### src/hdl/tls_pkg.sv
// constants and types shared by the torque limit selector
package tls_pkg;
  localparam int LimW  = 16;
  localparam int IdxW  = 18;
  localparam int ModeW = 3;

  // register indices; byte address is four times the index
  localparam logic [IdxW-1:0] IdxFirstLim  = 18'h03013;
  localparam logic [IdxW-1:0] IdxMethodSel = 18'h03521;
  localparam logic [IdxW-1:0] IdxSecondLim = 18'h03522;
  localparam logic [IdxW-1:0] IdxNetFwdLim = 18'h03525;
  localparam logic [IdxW-1:0] IdxNetRevLim = 18'h03526;
  localparam logic [IdxW-1:0] IdxPosLim    = 18'h060E0;
  localparam logic [IdxW-1:0] IdxNegLim    = 18'h060E1;
  localparam logic [IdxW-1:0] IdxControl   = 18'h00100;
  localparam logic [IdxW-1:0] IdxStatus    = 18'h00101;
  localparam logic [IdxW-1:0] IdxFwdActive = 18'h00102;
  localparam logic [IdxW-1:0] IdxRevActive = 18'h00103;

  // control register fields
  localparam int CtrlNetFwdBit  = 0;
  localparam int CtrlNetRevBit  = 1;
  localparam int CtrlServoOnBit = 2;
  localparam int CtrlModeLsb    = 4;

  // status register fields
  localparam int StatActiveBit = 0;
  localparam int StatReqFwdBit = 1;
  localparam int StatReqRevBit = 2;

  // limits are in percent of rated torque
  localparam logic [LimW-1:0] LimitCeilPct = 16'h012C;
  localparam logic [LimW-1:0] SelLegalMax  = 16'h0007;
  localparam logic [31:0]     RegZero      = 32'h0000_0000;
  localparam logic [1:0]      AlignZero    = 2'h0;

  typedef enum logic [2:0] {
    SelFirstA = 3'h0,
    SelFirstB = 3'h1,
    SelSplit  = 3'h2,
    SelSwap   = 3'h3,
    SelMinAll = 3'h4,
    SelMinReq = 3'h5,
    SelNetReq = 3'h6,
    SelObjReq = 3'h7
  } tls_sel_t;

  typedef enum logic [ModeW-1:0] {
    ModeNone  = 3'h0,
    ModePos   = 3'h1,
    ModeSpeed = 3'h2,
    ModeTrq   = 3'h3,
    ModeFull  = 3'h4
  } tls_mode_t;
endpackage

### src/hdl/tls_lim_if.sv
// limit objects and selection result between top and selector
interface tls_lim_if;
  logic [tls_pkg::LimW-1:0] firstLim;
  logic [tls_pkg::LimW-1:0] secondLim;
  logic [tls_pkg::LimW-1:0] netFwdLim;
  logic [tls_pkg::LimW-1:0] netRevLim;
  logic [tls_pkg::LimW-1:0] posLim;
  logic [tls_pkg::LimW-1:0] negLim;
  tls_pkg::tls_sel_t        sel;
  logic                     active;
  logic                     reqFwd;
  logic                     reqRev;
  logic [tls_pkg::LimW-1:0] fwdLim;
  logic [tls_pkg::LimW-1:0] revLim;

  modport cfg (output firstLim, secondLim, netFwdLim, netRevLim, posLim,
               negLim, sel, active, reqFwd, reqRev,
               input fwdLim, revLim);
  modport pick (input firstLim, secondLim, netFwdLim, netRevLim, posLim,
                negLim, sel, active, reqFwd, reqRev,
                output fwdLim, revLim);
endinterface

### src/hdl/tls_limit_mux.sv
// per-direction torque limit selection
module tls_limit_mux (
  tls_lim_if.pick lim
);
  localparam int LimW = tls_pkg::LimW;

  function automatic logic [LimW-1:0] minOf(
    input logic [LimW-1:0] a,
    input logic [LimW-1:0] b
  );
    minOf = (a < b) ? a : b;
  endfunction

  function automatic logic [LimW-1:0] pickLim(
    input tls_pkg::tls_sel_t sel,
    input logic              req,
    input logic [LimW-1:0]   own,
    input logic [LimW-1:0]   first,
    input logic [LimW-1:0]   second,
    input logic [LimW-1:0]   net,
    input logic [LimW-1:0]   comb
  );
    unique case (sel)
      tls_pkg::SelFirstA: pickLim = first;            // RULE6
      tls_pkg::SelFirstB: pickLim = first;            // RULE6
      tls_pkg::SelSplit:  pickLim = own;              // RULE6
      tls_pkg::SelSwap:   pickLim = req ? second : first; // RULE7
      tls_pkg::SelMinAll: pickLim = comb;             // RULE8
      tls_pkg::SelMinReq: pickLim = req ? comb : own; // RULE8
      tls_pkg::SelNetReq: pickLim = req ? net : comb; // RULE9
      tls_pkg::SelObjReq: pickLim = req ? own : net;  // RULE9
    endcase
  endfunction

  logic [LimW-1:0] ownObj  [2];
  logic [LimW-1:0] netObj  [2];
  logic [LimW-1:0] combObj [2];
  logic [LimW-1:0] dirLim  [2];
  logic            dirReq  [2];

  assign ownObj[0]  = lim.firstLim;
  assign ownObj[1]  = lim.secondLim;
  assign netObj[0]  = lim.netFwdLim;
  assign netObj[1]  = lim.netRevLim;
  assign combObj[0] = minOf(lim.posLim, lim.firstLim);  // RULE10
  assign combObj[1] = minOf(lim.negLim, lim.secondLim); // RULE11
  assign dirReq[0]  = lim.reqFwd;
  assign dirReq[1]  = lim.reqRev;

  // index 0 is forward, 1 is reverse
  for (genvar d = 0; d < 2; d++) begin : g_dir
    assign dirLim[d] = lim.active                                   // RULE2
      ? pickLim(lim.sel, dirReq[d], ownObj[d], lim.firstLim,
                lim.secondLim, netObj[d], combObj[d])
      : lim.firstLim;
  end

  assign lim.fwdLim = dirLim[0]; // RULE1
  assign lim.revLim = dirLim[1]; // RULE1
endmodule

### src/hdl/tls_top.sv
// torque limit selector with apb registers and torque clamp
//
// How it works
// RULE1: separate forward and reverse torque limits
// RULE2: switching only with servo on, valid mode
// RULE3: selector register picks the switching method
// RULE4: forward request is pin or network command
// RULE5: reverse request is pin or network command
// RULE6: selector 0,1 first; 2 first/second split
// RULE7: selector 3 second when requested, else first
// RULE8: selector 4 minimum; 5 minimum when requested
// RULE9: selector 6 network/minimum; 7 object/network
// RULE10: forward minimum of positive and first limit
// RULE11: reverse minimum of negative and second limit
// RULE12: limits 0 to 300 percent, reset maximum
// RULE13: lower ceiling for some drive/motor pairings
// RULE14: clamp torque command to selected limit
//
// Added by the designer: the APB interface to the registers.
module tls_top #(
  parameter int                         AddrW    = 20,
  parameter logic [tls_pkg::LimW-1:0]   MaxLimit = tls_pkg::LimitCeilPct
) (
  input  wire logic                     clk,
  input  wire logic                     rst,
  input  wire logic                     psel,
  input  wire logic                     penable,
  input  wire logic                     pwrite,
  input  wire logic [AddrW-1:0]         paddr,
  input  wire logic [31:0]              pwdata,
  output logic      [31:0]              prdata,
  output logic                          pready,
  output logic                          pslverr,
  input  wire logic                     fwdExtLimitIn,
  input  wire logic                     revExtLimitIn,
  input  wire logic [tls_pkg::LimW-1:0] torqueCmd,
  output logic      [tls_pkg::LimW-1:0] torqueOut
);
  localparam int LimW = tls_pkg::LimW;
  localparam int IdxW = tls_pkg::IdxW;

  function automatic logic isMapped(input logic [IdxW-1:0] idx);
    isMapped = idx inside {tls_pkg::IdxFirstLim, tls_pkg::IdxMethodSel,
                           tls_pkg::IdxSecondLim, tls_pkg::IdxNetFwdLim,
                           tls_pkg::IdxNetRevLim, tls_pkg::IdxPosLim,
                           tls_pkg::IdxNegLim, tls_pkg::IdxControl,
                           tls_pkg::IdxStatus, tls_pkg::IdxFwdActive,
                           tls_pkg::IdxRevActive};
  endfunction

  function automatic logic isReadOnly(input logic [IdxW-1:0] idx);
    isReadOnly = idx inside {tls_pkg::IdxStatus, tls_pkg::IdxFwdActive,
                             tls_pkg::IdxRevActive};
  endfunction

  function automatic logic [LimW-1:0] capLim(input logic [LimW-1:0] v);
    capLim = (v > MaxLimit) ? MaxLimit : v; // RULE12 RULE13
  endfunction

  tls_lim_if lim ();

  logic [LimW-1:0]  firstLim_q;
  logic [LimW-1:0]  secondLim_q;
  logic [LimW-1:0]  netFwdLim_q;
  logic [LimW-1:0]  netRevLim_q;
  logic [LimW-1:0]  posLim_q;
  logic [LimW-1:0]  negLim_q;
  logic [2:0]       sel_q;
  logic [7:0]       ctrl_q;
  logic [31:0]      prdata_q;
  logic [LimW-1:0]  torqueOut_q;
  logic [LimW-1:0]  torqueOut_d;
  logic [31:0]      rdValue;

  // bus decode
  wire [IdxW-1:0]   regIdx    = IdxW'(paddr[AddrW-1:2]);
  wire              aligned   = paddr[1:0] == tls_pkg::AlignZero;
  wire              setup     = psel && !penable;
  wire              access    = psel && penable;
  wire              mapped    = aligned && isMapped(regIdx);
  wire              selBad    = pwdata[LimW-1:0] > tls_pkg::SelLegalMax;
  wire              hitSel    = regIdx == tls_pkg::IdxMethodSel;
  wire              wrBad     = pwrite && (isReadOnly(regIdx)
                                || (hitSel && selBad));
  wire              accErr    = !mapped || wrBad;
  wire              wrEn      = access && pwrite && !accErr;
  wire [LimW-1:0]   wrLim     = capLim(pwdata[LimW-1:0]);

  wire              wrFirst   = wrEn && regIdx == tls_pkg::IdxFirstLim;
  wire              wrSecond  = wrEn && regIdx == tls_pkg::IdxSecondLim;
  wire              wrNetFwd  = wrEn && regIdx == tls_pkg::IdxNetFwdLim;
  wire              wrNetRev  = wrEn && regIdx == tls_pkg::IdxNetRevLim;
  wire              wrPos     = wrEn && regIdx == tls_pkg::IdxPosLim;
  wire              wrNeg     = wrEn && regIdx == tls_pkg::IdxNegLim;
  wire              wrSel     = wrEn && hitSel;
  wire              wrCtrl    = wrEn && regIdx == tls_pkg::IdxControl;

  // control decode
  wire              netFwdCmd = ctrl_q[tls_pkg::CtrlNetFwdBit];
  wire              netRevCmd = ctrl_q[tls_pkg::CtrlNetRevBit];
  wire              servoOn   = ctrl_q[tls_pkg::CtrlServoOnBit];
  wire [2:0]        modeCode  = ctrl_q[tls_pkg::CtrlModeLsb +: 3];
  wire              modeOk    = modeCode inside {tls_pkg::ModePos,
                                  tls_pkg::ModeSpeed, tls_pkg::ModeTrq,
                                  tls_pkg::ModeFull};
  wire              active    = servoOn && modeOk;         // RULE2
  wire              reqFwd    = fwdExtLimitIn || netFwdCmd; // RULE4
  wire              reqRev    = revExtLimitIn || netRevCmd; // RULE5

  assign lim.firstLim  = firstLim_q;
  assign lim.secondLim = secondLim_q;
  assign lim.netFwdLim = netFwdLim_q;
  assign lim.netRevLim = netRevLim_q;
  assign lim.posLim    = posLim_q;
  assign lim.negLim    = negLim_q;
  assign lim.sel       = tls_pkg::tls_sel_t'(sel_q); // RULE3
  assign lim.active    = active;
  assign lim.reqFwd    = reqFwd;
  assign lim.reqRev    = reqRev;

  tls_limit_mux u_mux (
    .lim (lim.pick)
  );

  // torque clamp, negative values compared by magnitude
  wire              cmdNeg    = torqueCmd[LimW-1];
  wire [LimW-1:0]   cmdMag    = cmdNeg ? LimW'(-torqueCmd) : torqueCmd;
  wire              overFwd   = !cmdNeg && cmdMag > lim.fwdLim;
  wire              overRev   = cmdNeg && cmdMag > lim.revLim;

  always_comb begin
    if (overFwd) begin
      torqueOut_d = lim.fwdLim;          // RULE14 RULE1
    end else if (overRev) begin
      torqueOut_d = LimW'(-lim.revLim);  // RULE14 RULE1
    end else begin
      torqueOut_d = torqueCmd;
    end
  end

  // read mux
  always_comb begin
    rdValue = tls_pkg::RegZero;
    unique case (regIdx)
      tls_pkg::IdxFirstLim:  rdValue[LimW-1:0] = firstLim_q;
      tls_pkg::IdxMethodSel: rdValue[2:0]      = sel_q;
      tls_pkg::IdxSecondLim: rdValue[LimW-1:0] = secondLim_q;
      tls_pkg::IdxNetFwdLim: rdValue[LimW-1:0] = netFwdLim_q;
      tls_pkg::IdxNetRevLim: rdValue[LimW-1:0] = netRevLim_q;
      tls_pkg::IdxPosLim:    rdValue[LimW-1:0] = posLim_q;
      tls_pkg::IdxNegLim:    rdValue[LimW-1:0] = negLim_q;
      tls_pkg::IdxControl:   rdValue[7:0]      = ctrl_q;
      tls_pkg::IdxStatus: begin
        rdValue[tls_pkg::StatActiveBit] = active;
        rdValue[tls_pkg::StatReqFwdBit] = reqFwd;
        rdValue[tls_pkg::StatReqRevBit] = reqRev;
      end
      tls_pkg::IdxFwdActive: rdValue[LimW-1:0] = lim.fwdLim;
      tls_pkg::IdxRevActive: rdValue[LimW-1:0] = lim.revLim;
      default:               rdValue = tls_pkg::RegZero;
    endcase
  end

  // limit objects, reset to the ceiling
  always_ff @(posedge clk) begin
    if (rst) begin
      firstLim_q  <= MaxLimit; // RULE12
      secondLim_q <= MaxLimit;
      netFwdLim_q <= MaxLimit;
      netRevLim_q <= MaxLimit;
      posLim_q    <= MaxLimit;
      negLim_q    <= MaxLimit;
    end else begin
      if (wrFirst)  firstLim_q  <= wrLim;
      if (wrSecond) secondLim_q <= wrLim;
      if (wrNetFwd) netFwdLim_q <= wrLim;
      if (wrNetRev) netRevLim_q <= wrLim;
      if (wrPos)    posLim_q    <= wrLim;
      if (wrNeg)    negLim_q    <= wrLim;
    end
  end

  always_ff @(posedge clk) begin
    if (rst) begin
      sel_q  <= tls_pkg::SelFirstA;
      ctrl_q <= '0;
    end else begin
      if (wrSel)  sel_q  <= pwdata[2:0]; // RULE3
      if (wrCtrl) ctrl_q <= pwdata[7:0];
    end
  end

  always_ff @(posedge clk) begin
    if (rst) begin
      prdata_q    <= tls_pkg::RegZero;
      torqueOut_q <= '0;
    end else begin
      if (setup) prdata_q <= rdValue;
      torqueOut_q <= torqueOut_d;
    end
  end

  assign prdata    = prdata_q;
  assign pready    = 1'b1;
  assign pslverr   = access && accErr;
  assign torqueOut = torqueOut_q;
endmodule

### config.mk
export PLATFORM = sky130hd
export DESIGN_NAME = tls_top
export DESIGN_NICKNAME = d
export VERILOG_FILES = /design/src/hdl/tls_pkg.sv /design/src/hdl/tls_lim_if.sv /design/src/hdl/tls_limit_mux.sv /design/src/hdl/tls_top.sv
export SDC_FILE = /design/constraint.sdc
export NUM_CORES = 1
export LEC_CHECK = 0
export BUFFER_PORTS_ARGS = -buffer_cell sky130_fd_sc_hd__buf_2
export CORE_MARGIN = 2
export CORE_UTILIZATION = 60
export DETAILED_ROUTE_END_ITERATION = 8
export PLACE_DENSITY = 0.82
export SLEW_MARGIN = 5
export SYNTH_ARGS = -nofsm -noshare
export SYNTH_HDL_FRONTEND = slang
export SYNTH_SLANG_ARGS = --single-unit
### constraint.sdc
create_clock -name clk -period 5.8 [get_ports clk]
set_input_delay 1.16 -clock clk [delete_from_list [all_inputs] [get_ports clk]]
set_output_delay 1.16 -clock clk [all_outputs]
set_load 0.005 [all_outputs]
==> out/metrics.csv <==
metric;value;unit
synthXorXnorAreaFrac;1.954;%
die_area;19780;µm²
crit_path_end_kind;flop;
initial_core_util;61.74;%
p_clk_share;47.7;%
grt_usage;45.61;%
drc;0;
diodes;0;
rr_worst_depth;19;
fin_skew;0.01503;ns
drv_slew;0;
ant_nets;0;
min_path_cells;1;
design_area;12600;µm²
vdd.ir_drop.worst;236.8;µV
synth_cell_type_count;94;
required;6.14;ns
htreeDepth;4;
path_delay_family;simple AND/OR/NAND/NOR gates;
postCtsSetupBuffers;0;
slew-limit-headroom;33.34;%
antenna_found_initial;0;
critPathBufInv;1;
netSwitchingFraction;27.28;%
grt_pass1_wl;69.06;mm
fin_crit;5.434;ns
power_switching;0.6321;mW
slowest_delay;0.55;ns
grt-busiest-layer;met2;
clk_latency;0.44;ns
cts_tree;yes;
cp.arrival;5.78;ns
cts_resized;0;
synth-seq-cells;139;
grt_use_met3;14.33;%
p_leak;5.054;nW
combPwrFrac;10.4;%
critical-path-slowest-cell;or4b_1;
synth_top_family_by_area;compound AO/OA/AOI/OAI gates;
synth.area.mux_share;4.969;%
synth-edff-count;0;
ys_seq_area_share;24.84;%
place_hpwl;32.88;mm
place_area;12010;µm²
setup_viol;0;
setup-tns-final;0;ns
final_nets;1631;
root_buffer;clkbuf_16;
met1_usage;54.55;%
critPathLaunchType;flop;
ys_async_sr_fraction;0;%
dr.pass1.iters;8;
power.density;183.8;nW/µm²
avgViaCountPerCell;7.281;
path_max_fanout;9;
wirelength;45.72;mm
dr.first_iter.drc_count;2161;
status;completed;
worst_slack;0.3659;ns
die_y;140.7;µm
die_width;140.7;µm
final_layout_size_suffix_gt1_share;17.33;%
fin_crit_sh;93.69;%
synthAdderAreaFrac;7.035;%
io_pins;125;
post_drt_wl_per_cell;26.35;µm
clkSinkCount;139;
maxCapViolCount;0;
finalHoldViolCount;0;
ctsHoldBuffers;0;
gp_congestion;1.040;
cts_buffers;17;
fillers;1507;
worst_hold_path_type;reg2reg;
grt_max_degree;58;
io_buffers;91;
num_vias;12630;
area_growth;12.50;%
grt_pass1_vias;11670;
path_clk_slew;0.06;ns
rows;49;
use_met2;68.81;%
synth-main-ff-cell;dfxtp_1;
syn-cell-area;11200;µm²
worstSetupPathDepth;19;
fp.coreArea;18150;µm²
rsz0062_at_grt;no;
p_int;1.685;mW
crit_type;reg2reg;
cp_cell_sequence;inv_1 -> ha_1 -> nand4_1 -> or3_4 -> or3_4 -> nand3_2 -> a21oi_1 -> nand2b_1 -> a22o_1 -> ha_1 -> and3_1 -> nand2_1 -> or2_2 -> nor3_2 -> nand4_1 -> mux2_1 -> and4_1 -> or4b_1 -> o221ai_1;
grt_remaining_overflow;0;
synthSimpleGateAreaFrac;21.85;%
syn_avg_cell_area;7.913;µm²
netlist_instances;1416;
max_slew.worst_pin.slew;0.9989;ns
synth_compound_area_share;31.94;%
cts_buffer_depth;2;
pre_cts_slack;0.2301;ns
fmax;184.0;MHz
seqPwrFrac;41.9;%
yosysWarnings;0;
-- area by class of cell --
class	instances	area [µm²]	area share (%)
clock inverters	13	128.9	1.022
clock buffers	19	452.9	3.593
well taps	229	286.5	2.273
inverters	61	229.0	1.817
repair buffers	168	1033	8.199
multi-input cells	1106	7687	60.99
flip-flops and latches	139	2786	22.11
-- cells in the mapped netlist, drive strengths merged (6+ instances only) --
master,count,area (µm²)
a211o,6,53.80
a211oi,8,70.06
a21o,42,315.3
a21oi,81,405.4
a221oi,15,131.4
a222oi,18,180.2
a22o,26,227.7
a22oi,60,450.4
a31oi,20,125.1
a32oi,11,96.34
and2,38,237.7
and3,11,68.82
buf,44,290.3
clkbuf,81,304.0
dfxtp,139,2783
ha,63,788.3
inv,60,225.2
mux2i,50,500.5
nand2,105,396.6
nand2b,21,131.4
nand3,31,160.1
nand3b,8,60.06
nand4,25,171.4
nor2,88,342.8
nor2b,7,43.79
nor3,39,237.7
nor4,17,191.4
o2111ai,13,113.9
o211ai,20,150.1
o21a,12,90.09
o21ai,95,475.5
o22ai,22,137.6
o31ai,8,60.06
or2,17,106.4
or3,10,67.56
or4,8,63.81
xnor2,20,175.2
-- flip-flops by register name (all words and copies together) (netlist names) --
signal	flops
ctrl_q	8
firstLim_q	16
lim.negLim	16
lim.netFwdLim	16
lim.netRevLim	16
lim.posLim	16
lim.secondLim	16
lim.sel	3
prdata	16
torqueOut	16
-- path summary, 6_finish.rpt --
check / slack [ns] / from / to
setup / recovery: 0.37 / lim.secondLim[15]$_SDFFE_PP0P_ / torqueOut[7]$_SDFF_PP0_
hold / removal: 0.45 / prdata[7]$_SDFFE_PP0P_ / prdata[7]$_SDFFE_PP0P_
hold reg to reg: 0.45 / prdata[7]$_SDFFE_PP0P_ / prdata[7]$_SDFFE_PP0P_
setup reg to reg: 0.37 / lim.secondLim[15]$_SDFFE_PP0P_ / torqueOut[7]$_SDFF_PP0_
-- worst reg2reg max path, stage by stage, from the launching register on --
cell	delay [ns]
dfxtp_1	0.48
inv_1	0.11
ha_1	0.36
nand4_1	0.18
or3_4	0.45
or3_4	0.46
nand3_2	0.18
a21oi_1	0.09
nand2b_1	0.16
a22o_1	0.28
ha_1	0.33
and3_1	0.17
nand2_1	0.07
or2_2	0.31
nor3_2	0.25
nand4_1	0.12
mux2_1	0.33
and4_1	0.36
or4b_1	0.56
o221ai_1	0.11
-- metrics by stage --
stage | utilization (%) | hold slack, ns | power [mW] | std cells
finish | 69.46 | 0.4474 | 2.317 | 1735
global route | 69.46 | 0.4633 | 2.374 | 1735
CTS | 69.36 | 0.4483 | 2.303 | 1735
detailed placement | 66.15 | 0.4343 | 1.226 | 1703
global placement | 66.15 | 0.4294 | 1.221 | 1703
floorplan | - | 0.4487 | 1.144 | 1431
-- power groups by stage --
stage	Sequential (mW)	Clock, mW	Combinational, mW
after floorplan	0.995	0	0.149
after global placement	0.992	0	0.230
after detailed placement	0.993	0	0.233
after CTS	0.971	1.10	0.234
after global routing	0.971	1.14	0.261
final	0.971	1.10	0.241
-- routing by layer --
layer  share of wire [%]  up-vias
met3                  14      336
met1                  35     5711
met5                   0        -
met4                 9.8        0
li1                    -     5482
met2                  42     1103
-- layout by cell type (no fill, tap or decap), types with 12 or more instances in the layout --
| cell type | count |
|---|---|
| nand3_1 | 30 |
| a22oi_1 | 60 |
| a22o_1 | 26 |
| o21ai_1 | 16 |
| xnor2_1 | 20 |
| nor3_1 | 31 |
| nand4_1 | 24 |
| a31oi_1 | 20 |
| o211ai_1 | 20 |
| o2111ai_1 | 12 |
| buf_4 | 77 |
| mux2i_1 | 50 |
| nand2b_1 | 21 |
| a222oi_1 | 18 |
| ha_1 | 63 |
| a21o_1 | 42 |
| clkbuf_16 | 17 |
| nor2_1 | 81 |
| conb_1 | 17 |
| o21a_1 | 12 |
| buf_2 | 91 |
| inv_1 | 58 |
| a21oi_1 | 81 |
| nand2_1 | 104 |
| and2_1 | 38 |
| dfxtp_1 | 136 |
| a221oi_1 | 15 |
| o21ai_0 | 79 |
| o22ai_1 | 22 |
-- cell families after synthesis --
| family | after synthesis |
|---|---|
| buf+inv | 186 |
| other cells | 2 |
| compound gates | 503 |
| xor+xnor | 25 |
| flops | 139 |
| mux | 55 |
| fa+ha+maj | 63 |
| simple gates | 443 |
(Power assumes the default switching activity.)
